File: src/pkg/hbms_pkg.sv
// Function
// - mode chosen only at reset end, then held
// - strap low at reset end selects PCMCIA
// - strap high (pulled up) selects local bus
// - both strobes low at power-up with strap high selects alt bus
// - PCMCIA decode ignores upper address lines
// - same register layout in local and PCMCIA
// - EEPROM config fetched at reset, every mode
package hbms_pkg;
  // host bus personalities
  typedef enum logic [1:0] {
    HBMS_LOCAL,
    HBMS_PCMCIA,
    HBMS_ALT
  } hbms_mode_t;

  // eeprom fetch sequencer states
  typedef enum logic [1:0] {
    HBMS_EE_IDLE,
    HBMS_EE_WAIT,
    HBMS_EE_DONE
  } hbms_ee_t;

  localparam int HBMS_ADDR_W = 16; // host address width
  localparam int HBMS_OFF_W = 4; // 16 i/o locations
  localparam int HBMS_OFF_LSB = 0; // offset field position
  localparam hbms_mode_t HBMS_MODE_RST = HBMS_LOCAL; // reset mode
  localparam logic [HBMS_ADDR_W-1:0] HBMS_BASE_MASK = 16'hfff0;

  // base compare on the upper lines, used by two modes
  function automatic logic hbms_base_hit(
    input logic [HBMS_ADDR_W-1:0] addr,
    input logic [HBMS_ADDR_W-1:0] base
  );
    hbms_base_hit = ((addr ^ base) & HBMS_BASE_MASK) == 16'h0000;
  endfunction
endpackage

File: src/pkg/hbms_dec_if.sv
`timescale 1ns/100ps
// carries one host access from the top to the decoder and back
interface hbms_dec_if;
  import hbms_pkg::*;
  hbms_mode_t mode; // selected personality
  logic [HBMS_ADDR_W-1:0] addr; // host address
  logic [HBMS_ADDR_W-1:0] base; // i/o base from configuration
  logic qual_n; // address qualifier, low qualifies
  logic card_en_n; // card enable, pcmcia only
  logic rd_n; // read strobe pin
  logic wr_n; // write strobe pin
  logic hit; // access targets this device
  logic rd; // decoded read
  logic wr; // decoded write
  logic [HBMS_OFF_W-1:0] offset; // register index

  modport dec (
    input mode, addr, base, qual_n, card_en_n, rd_n, wr_n,
    output hit, rd, wr, offset
  );
  modport user (
    output mode, addr, base, qual_n, card_en_n, rd_n, wr_n,
    input hit, rd, wr, offset
  );
endinterface

File: src/rtl/hbms_decode.sv
`timescale 1ns/100ps
// maps host pins of each personality onto one register structure
module hbms_decode (
  hbms_dec_if.dec bus
);
  import hbms_pkg::*;

  // per-mode select and strobe decode
  always_comb begin
    bus.offset = bus.addr[HBMS_OFF_LSB +: HBMS_OFF_W];
    bus.hit = 1'b0;
    bus.rd = 1'b0;
    bus.wr = 1'b0;
    case (bus.mode)
      HBMS_LOCAL: begin
        // base window qualified by the address enable
        bus.hit = !bus.qual_n && hbms_base_hit(bus.addr, bus.base);
        bus.rd = bus.hit && !bus.rd_n;
        bus.wr = bus.hit && !bus.wr_n;
      end
      HBMS_PCMCIA: begin
        // socket decodes the slot, upper lines unused
        bus.hit = !bus.card_en_n;
        bus.rd = bus.hit && !bus.rd_n;
        bus.wr = bus.hit && !bus.wr_n;
      end
      HBMS_ALT: begin
        // read pin is data strobe, write pin is read-not-write
        bus.hit = !bus.qual_n && hbms_base_hit(bus.addr, bus.base);
        bus.rd = bus.hit && !bus.rd_n && bus.wr_n;
        bus.wr = bus.hit && !bus.rd_n && !bus.wr_n;
      end
      default: begin
        bus.hit = 1'b0;
      end
    endcase
  end
endmodule

File: src/rtl/hbms_mode_sel.sv
`timescale 1ns/100ps
// host bus personality select and access decode
module hbms_mode_sel (
  input wire logic clk_in, // device clock
  input wire logic reset_in, // hardware reset, active high
  input wire logic por_in, // high when this reset is power-up
  input wire logic host_mode_strap_n_in, // low selects pcmcia
  input wire logic io_read_strobe_n_in, // read strobe pin
  input wire logic io_write_strobe_n_in, // write strobe pin
  input wire logic [hbms_pkg::HBMS_ADDR_W-1:0] host_addr_in,
  input wire logic [hbms_pkg::HBMS_ADDR_W-1:0] io_base_in,
  input wire logic addr_qual_n_in, // address qualifier
  input wire logic card_en_n_in, // pcmcia card enable
  input wire logic eeprom_done_in, // eeprom fetch finished
  output hbms_pkg::hbms_mode_t mode_out, // held personality
  output logic mode_valid_out, // mode decided
  output logic eeprom_fetch_out, // one-cycle fetch request
  output logic config_ready_out, // configuration loaded
  output logic reg_hit_out, // access to this device
  output logic reg_rd_out, // register read
  output logic reg_wr_out, // register write
  output logic [hbms_pkg::HBMS_OFF_W-1:0] reg_offset_out,
  output logic alt_seq_err_out // alt bus opened with a read
);
  import hbms_pkg::*;

  logic rst_seen_q; // set during reset, marks release edge
  logic first_acc_q; // no alt access seen yet
  logic acc_d; // any decoded access this cycle
  hbms_ee_t ee_q; // eeprom sequencer state
  hbms_dec_if dec (); // link to the decoder

  // drive the decoder from the pins and held mode
  assign dec.mode = mode_out;
  assign dec.addr = host_addr_in;
  assign dec.base = io_base_in;
  assign dec.qual_n = addr_qual_n_in;
  assign dec.card_en_n = card_en_n_in;
  assign dec.rd_n = io_read_strobe_n_in;
  assign dec.wr_n = io_write_strobe_n_in;
  assign acc_d = mode_valid_out && (dec.rd || dec.wr);

  // per-mode address and strobe decode
  hbms_decode u_decode (
    .bus(dec.dec)
  );

  // mode selection, decided once at the first edge after release
  always_ff @(posedge clk_in) begin
    if (reset_in) begin
      mode_out <= HBMS_MODE_RST;
      mode_valid_out <= 1'b0;
      rst_seen_q <= 1'b1;
    end else if (rst_seen_q) begin
      rst_seen_q <= 1'b0;
      mode_valid_out <= 1'b1;
      if (!host_mode_strap_n_in) begin
        // strap pulled low selects the card interface
        mode_out <= HBMS_PCMCIA;
      end else if (por_in && !io_read_strobe_n_in &&
                   !io_write_strobe_n_in) begin
        // both strobes held at power-up in local mode
        mode_out <= HBMS_ALT;
      end else begin
        // open strap with pull-up reads high
        mode_out <= HBMS_LOCAL;
      end
    end else begin
      mode_out <= mode_out;
    end
  end

  // eeprom fetch, identical in every mode
  always_ff @(posedge clk_in) begin
    if (reset_in) begin
      ee_q <= HBMS_EE_IDLE;
      eeprom_fetch_out <= 1'b0;
      config_ready_out <= 1'b0;
    end else begin
      eeprom_fetch_out <= 1'b0;
      case (ee_q)
        HBMS_EE_IDLE: begin
          if (rst_seen_q) begin
            eeprom_fetch_out <= 1'b1;
            ee_q <= HBMS_EE_WAIT;
          end
        end
        HBMS_EE_WAIT: begin
          // wait for the serial loader to finish
          if (eeprom_done_in) begin
            config_ready_out <= 1'b1;
            ee_q <= HBMS_EE_DONE;
          end
        end
        HBMS_EE_DONE: begin
          config_ready_out <= 1'b1;
        end
        default: begin
          ee_q <= HBMS_EE_IDLE;
        end
      endcase
    end
  end

  // registered access outputs; hit and strobes blocked until the mode is known, offset always follows the address
  always_ff @(posedge clk_in) begin
    if (reset_in) begin
      reg_hit_out <= 1'b0;
      reg_rd_out <= 1'b0;
      reg_wr_out <= 1'b0;
      reg_offset_out <= '0;
    end else begin
      reg_hit_out <= mode_valid_out && dec.hit;
      reg_rd_out <= mode_valid_out && dec.rd;
      reg_wr_out <= mode_valid_out && dec.wr;
      reg_offset_out <= dec.offset;
    end
  end

  // flags an alt-bus session whose first access is a read
  always_ff @(posedge clk_in) begin
    if (reset_in) begin
      first_acc_q <= 1'b1;
      alt_seq_err_out <= 1'b0;
    end else if (acc_d && first_acc_q && mode_out == HBMS_ALT) begin
      first_acc_q <= 1'b0;
      alt_seq_err_out <= dec.rd;
    end
  end
endmodule

File: config.mk
export PLATFORM = sky130hd
export DESIGN_NAME = hbms_mode_sel
export DESIGN_NICKNAME = d
export VERILOG_FILES = /design/src/pkg/hbms_pkg.sv /design/src/pkg/hbms_dec_if.sv /design/src/rtl/hbms_decode.sv /design/src/rtl/hbms_mode_sel.sv
export SDC_FILE = /design/constraint.sdc
export NUM_CORES = 1
export LEC_CHECK = 0
export ABC_AREA = 1
export BUFFER_PORTS_ARGS = -buffer_cell sky130_fd_sc_hd__buf_2
export CORE_ASPECT_RATIO = 1.1
export CORE_UTILIZATION = 30
export CTS_CLUSTER_DIAMETER = 100
export DETAILED_ROUTE_END_ITERATION = 10
export PLACE_DENSITY_LB_ADDON = 0.08
export SYNTH_ARGS = -nofsm -noshare
export SYNTH_HDL_FRONTEND = slang
export SYNTH_SLANG_ARGS = --single-unit
File: constraint.sdc
create_clock -name clk_in -period 2.11 [get_ports clk_in]
set_input_delay 0.633 -clock clk_in [delete_from_list [all_inputs] [get_ports clk_in]]
set_output_delay 0.633 -clock clk_in [all_outputs]
set_load 0.01 [all_outputs]
==> impl_metrics.yaml, run 1 <==
run_status:
  status: "finished clean"
layout:
  layoutNonFillerInstCount: 276
  area_growth_pct: 31.7
  drive_above_1_share_pct: 26.8
  largest_register: "reg_offset_out"
  design_area_um2: 1380
  largest_register_ff_count: 4
  finalNetCount: 274
  antenna_cells: 0
  reg_top3: "reg_offset_out: 4 flops, ee_q: 2 flops, mode_out: 2 flops"
route:
  wirelength_um: 2010
  wl_met1_um: 938
  met2_length_um: 957
  drt_pass1_iterations: 4
  remaining_drc_errors: 0
  detail_route.wl_per_cell_um: 7.28
  via_count: 1079
  viasPerCell: 3.91
  ant_nets: 0
  wl_met3_um: 104
  drtIter0Drc: 24
  topRoutingLayerUsed: "met4"
synthesis:
  syn_nets: 221
  synth_cells: 176
  yosysSeqAreaShare_pct: 32.5
  avgSynthCellArea_um2: 5.94
  ys.flop_type: "dfxtp_1"
  synth_most_common_cell: "nand2_1"
  synthTopCellsByArea: "dfxtp_1, nand2_1, inv_1"
  yosys_warnings: 0
  ys_types: 20
  yosys.area.top_type: "dfxtp_1"
  synth_top_area_share_pct: 32.5
  netlist_area_um2: 1050
  synth-async-reset-ratio_pct: 0
  synth_edf_count: 0
  ys_top_cells_by_count: "nand2_1, inv_1, nor2_1"
  ys_seq_elements: 17
timing:
  maxSlewViolCount: 0
  hold_violations: 0
  setup_tns_ps: 0
  relSlewSlack_pct: 82.1
  rsz0062_at_grt: "false"
  worst_pin_slew_ps: 266
  setup_violations: 0
  fmax_ghz: 0.620
  post-route-period-util_pct: 76.4
  skew_ps: 7.14
  layout_min_cycle_time_ps: 1610
floorplanning:
  initial_utilization_pct: 31.4
  die_h_um: 63.9
  rows: 22
  die_area_um2: 3730
  num_io_pins: 54
  die_w_um: 58.3
  core-area_um2: 3330
clocking:
  cts.repair.resized: 0
  h-tree-depth: 1
  cts_buffers: 3
  clock_latency_ps: 300
  clk_pin_slew_ps: 100
  clock-sinks: 17
  clockRootBuffer: "clkbuf_4"
  cts_max_path_buffers: 2
  tritoncts: "yes"
  ctsHoldBuffers: 0
  post_cts_buffers: 0
power_and_ir_drop:
  design_power_total_w: 0.000679
  leakage_nw: 0.859
  power.density_nw_per_um2: 493
  ir_drop_v: 0.000519
worst_setup_path:
  startpoint_type: "input port"
  cp_num_buf_inv: 2
  cp_max_fo: 4
  worstPathArrival_ps: 1820
  worstPathRequired_ps: 2310
  crit_path_max_incr_delay_ps: 130
  slowest_stage: "nor2_4"
  worstSetupPathType: "input port to register"
  path_cells: "buf_2 -> inv_1 -> nand2_1 -> nand2_1 -> nand3_1 -> nor2_1 -> nand2_1 -> nor2_4 -> nand4_2 -> nand2_2 -> nand2_1 -> nand2_2 -> nand3_1 -> nand2_1 -> nor2_2"
  cpMostUsedCell: "nand2_1"
  crit_family: "simple AND/OR/NAND/NOR gates"
  end_kind: "register"
global_routing:
  grt_remaining_overflow: 0
  grt_pass1_wl_um: 3620
  grt_antenna_before_repair: 0
  grt_pass1_vias: 990
  grtUsageTotal_pct: 12.3
  grt_max_degree: 15
placed_design:
  placed_area_um2: 1350
  place_congestion: 0.790
  io_buffer_count: 49
  dp_hpwl_um: 1700
  placed_cells_incl_taps: 272
min_path:
  hp-class: "register to register"
job:
  maxCapViolations: 0
==> worst reg2reg max path: stages, from the launching register on <==
cell and delay (ps):
dfxtp_1 390, inv_1 90, ha_1 290, a21boi_0 180, nand2_1 70, nand2_1 100
nand2_2 80, a21oi_2 130, nor2_2 50
==> path summary, 6_finish.rpt <==
check                           startpoint                            to  slack [ps]  cells after the start
setup / recovery          host_addr_in[14]  alt_seq_err_out$_SDFFE_PP0P_         500                     15
hold reg to reg   first_acc_q$_SDFFE_PP1P_      first_acc_q$_SDFFE_PP1P_         460                      2
hold / removal    first_acc_q$_SDFFE_PP1P_      first_acc_q$_SDFFE_PP1P_         460                      2
setup reg to reg  mode_out[0]$_SDFFE_PP0P_  alt_seq_err_out$_SDFFE_PP0P_         630                      8
==> metrics by stage <==
stage	hold WS (ps)	worst slack, ps	utilization (%)
6_report	463	497	41.4
5_1_grt	481	313	41.4
4_1_cts	460	487	41.4
3_5_place_dp	443	166	40.5
3_3_place_gp	437	169	40.5
2_1_floorplan	418	448	-
==> layer usage <==
layer / track usage, % / vias up
met4: 2.68 / 0
met5: 0 / -
met1: 13.1 / 443
li1: - / 612
met3: 4.66 / 2
met2: 22.4 / 22
==> cell usage in the layout, fill, tap and decap left out <==
master      count
clkinvlp_4      1
nand3_2         1
a21oi_2         1
nand2_2         2
o21ai_0         5
xnor2_1         1
buf_2          49
inv_1          45
a211oi_1        1
nand4_2         1
dfxtp_1        17
clkbuf_4        3
nand3_1         6
nor2_2          2
nand4_1         1
ha_1            4
a21boi_0        1
nand2_1        60
a21oi_1         2
nor2_4          1
xor2_1          1
nor2_1         23
==> cells by family (layout without fill, tap and decap cells) <==
group | count (synthesis) | in the layout | share of synthesized area, %
buffers and inverters | 46 | 98 | 16.5
and+or+nand+nor | 97 | 97 | 38.9
AOI/OAI and AO/OA | 10 | 10 | 5.62
xor gates and xnor gates | 2 | 2 | 1.67
adders and majority gates | 4 | 4 | 4.78
DFF | 17 | 17 | 32.5
==> power breakdown <==
part / leakage (nW) / switching (W) / internal [W] / total (W)
Clock: 0.0139 / 0.000115 / 0.0000722 / 0.000187
Sequential: 0.140 / 0.00000636 / 0.000337 / 0.000343
Combinational: 0.705 / 0.0000836 / 0.0000655 / 0.000149
Total: 0.859 / 0.000205 / 0.000475 / 0.000679
==> layout make-up <==
| type | count | area, um^2 |
|---|---|---|
| repair buffers | 49 | 245 |
| flip-flops and latches | 17 | 340 |
| fillers | 372 | 1950 |
| inverters | 45 | 169 |
| well taps | 48 | 60.1 |
| clock buffers | 3 | 22.5 |
| clock inverters | 1 | 7.51 |
| multi-input cells | 113 | 533 |
No activity file was read; power rests on OpenSTA's default activity.
==> run 2: changes to the inputs <==
==> constraint.sdc (replaced) <==
create_clock -name clk_in -period 1.3 [get_ports clk_in]
set_input_delay 0.39 -clock clk_in [delete_from_list [all_inputs] [get_ports clk_in]]
set_output_delay 0.39 -clock clk_in [all_outputs]
set_load 0.01 [all_outputs]
==> run 2 against run 1 <==
Compared with the run above:
- the run now ends with design-rule violations, negative setup slack left
- count of clock-buffer cells in the layout stayed put
- critical path depth unchanged
- clock power rose by 50%
- non-clock buffer count increased by 11
- highest routed layer unchanged
- cell count is 4.0% higher
==> impl_metrics.yaml, run 2 (same netlist as run 1, synthesis figures left out) <==
floorplanning:
  die_area_um2: 3730
  die_h_um: 63.9
  rows: 22
  initial_utilization_pct: 31.4
  die_w_um: 58.3
  num_io_pins: 54
  core-area_um2: 3330
run_status:
  failed_checks: "design-rule violations, negative setup slack"
  status: "complete, but fails checks"
timing:
  post-route-period-util_pct: 108
  skew_ps: 9.54
  worst_pin_slew_ps: 264
  relSlewSlack_pct: 82.2
  layout_min_cycle_time_ps: 1400
  hold_violations: 0
  maxSlewViolCount: 0
  rsz0062_at_grt: "true"
  fmax_ghz: 0.714
  setup_violations: 2
  postLayoutSetupSlackWorst_ps: -99.9
clocking:
  clk_pin_slew_ps: 100
  clockRootBuffer: "clkbuf_4"
  cts_max_path_buffers: 2
  clock_latency_ps: 290
  h-tree-depth: 1
  tritoncts: "yes"
  cts_buffers: 3
  ctsHoldBuffers: 0
  clock-sinks: 17
layout:
  antenna_cells: 0
  layoutNonFillerInstCount: 287
  largest_register: "reg_offset_out"
  final_common_cell: "nand2_1"
  drive_above_1_share_pct: 43.9
  reg_top3: "reg_offset_out: 4 flops, ee_q: 2 flops, mode_out: 2 flops"
  finalNetCount: 285
  largest_register_ff_count: 4
  num-fill-cells: 365
  area_growth_pct: 56.7
  design_area_um2: 1640
  final_cell_mix: "nand2_1, buf_2, inv_1, nor2_1, dfxtp_1"
  utilization_pct: 49.2
job:
  maxCapViolations: 0
global_routing:
  grt_pass1_vias: 962
  grt_pass1_wl_um: 3670
  grt_remaining_overflow: 0
  grtUsageTotal_pct: 12.5
  grt_antenna_before_repair: 0
  grt_max_degree: 11
worst_setup_path:
  end_kind: "register"
  cpMostUsedCell: "nand2_2"
  cp_max_fo: 4
  crit_path_max_incr_delay_ps: 150
  slowest_stage: "nor2_4"
  cp_num_buf_inv: 2
  crit_family: "simple AND/OR/NAND/NOR gates"
  path_cells: "buf_6 -> inv_4 -> nand2_2 -> nand2_1 -> nand3_1 -> nor2_1 -> nand2_1 -> nor2_4 -> nor2_1 -> nor2_1 -> nand2_2 -> nand2_2 -> nand3_2 -> nand2_2 -> nor2_2"
  worstPathArrival_ps: 1590
  worstPathRequired_ps: 1490
  worstSetupPathType: "input port to register"
  startpoint_type: "input port"
route:
  wirelength_um: 2160
  via_count: 1127
  viasPerCell: 3.93
  drtIter0Drc: 38
  remaining_drc_errors: 1
  drt_pass1_iterations: 7
  ant_nets: 0
  detail_route.wl_per_cell_um: 7.51
placed_design:
  placed_area_um2: 1420
  dp_hpwl_um: 1730
  pre_cts_ws_ps: -385
  placed_cells_incl_taps: 281
  io_buffer_count: 49
  place_congestion: 0.757
power_and_ir_drop:
  leakage_nw: 0.939
  clock_power_share_pct: 24.1
  netSwitchingFraction_pct: 28.8
  power_frac_seq_pct: 48.1
  design_power_total_w: 0.00116
  power_frac_comb_pct: 27.8
  p_sw_w: 0.000334
  p_int_w: 0.000825
  power.density_nw_per_um2: 707
  ir_drop_v: 0.000449
min_path:
  hp-class: "input port to register"
-- run 2: cell types whose count changed in the layout (fill, tap and decap cells not counted), moves of 3 or more --
cell,before,now
buf_2,49,36
buf_4,0,9
buf_6,0,14
ha_1,4,1
ha_4,0,3
inv_1,45,32
inv_2,0,11
nand2_1,60,49
nand2_2,2,13
-- run 2: cell type report --
type | count | area, um^2 | share of cell area (%)
Clock inverter | 1 | 5.00 | 0.305
Sequential cell | 17 | 343 | 20.9
Clock buffer | 3 | 22.5 | 1.37
Multi-Input combinational cell | 113 | 612 | 37.3
Timing Repair Buffer | 60 | 420 | 25.6
Tap cell | 48 | 60.1 | 3.66
Inverter | 45 | 176 | 10.8
-- run 2: final timing paths --
path | startpoint | end | slack [ps] | cells after the start
setup / recovery | io_base_in[14] | alt_seq_err_out$_SDFFE_PP0P_ | -100 | 15
hold / removal | host_addr_in[0] | reg_offset_out[0]$_SDFF_PP0_ | 290 | 3
setup reg to reg | mode_out[1]$_SDFFE_PP0P_ | alt_seq_err_out$_SDFFE_PP0P_ | -40 | 8
hold reg to reg | first_acc_q$_SDFFE_PP1P_ | first_acc_q$_SDFFE_PP1P_ | 460 | 2
-- run 2: repair_timing --
action                     4_1_cts  5_1_grt
pin swaps                        8       17
setup buffers                    1        1
resized for setup               24       30
setup endpoints to repair        4        6
-- run 2: metal layers --
metal	vias up	global-route usage (%)	wire, um
met5	-	0	0
met3	2	4.45	122
li1	631	-	-
met2	24	21.0	1030
met1	470	15.2	989
met4	0	2.68	12
-- run 2: power groups by stage --
| stage | Combinational [W] | Sequential (W) | Clock [W] |
|---|---|---|---|
| CTS | 0.000293 | 0.000558 | 0.000303 |
| detailed placement | 0.000264 | 0.000569 | 0 |
| global placement | 0.000264 | 0.000569 | 0 |
| global route | 0.000366 | 0.000561 | 0.000320 |
| floorplan | 0.000130 | 0.000580 | 0 |
| finish | 0.000322 | 0.000558 | 0.000280 |
-- run 2: per-stage QoR --
stage	setup TNS [ps]	hold slack (ps)
global route	-569	278
detailed placement	-1350	442
CTS	-60.8	275
floorplan	-209	418
finish	-177	288
global placement	-1360	440
-- run 2: worst register-to-register path: stages, from the launching register on --
cell      delay [ps]
dfxtp_2          370
inv_2             70
ha_4             260
a21boi_2         140
nand2_1           70
nand2_2           80
nand2_2           80
a21oi_2          150
nor2_2            40
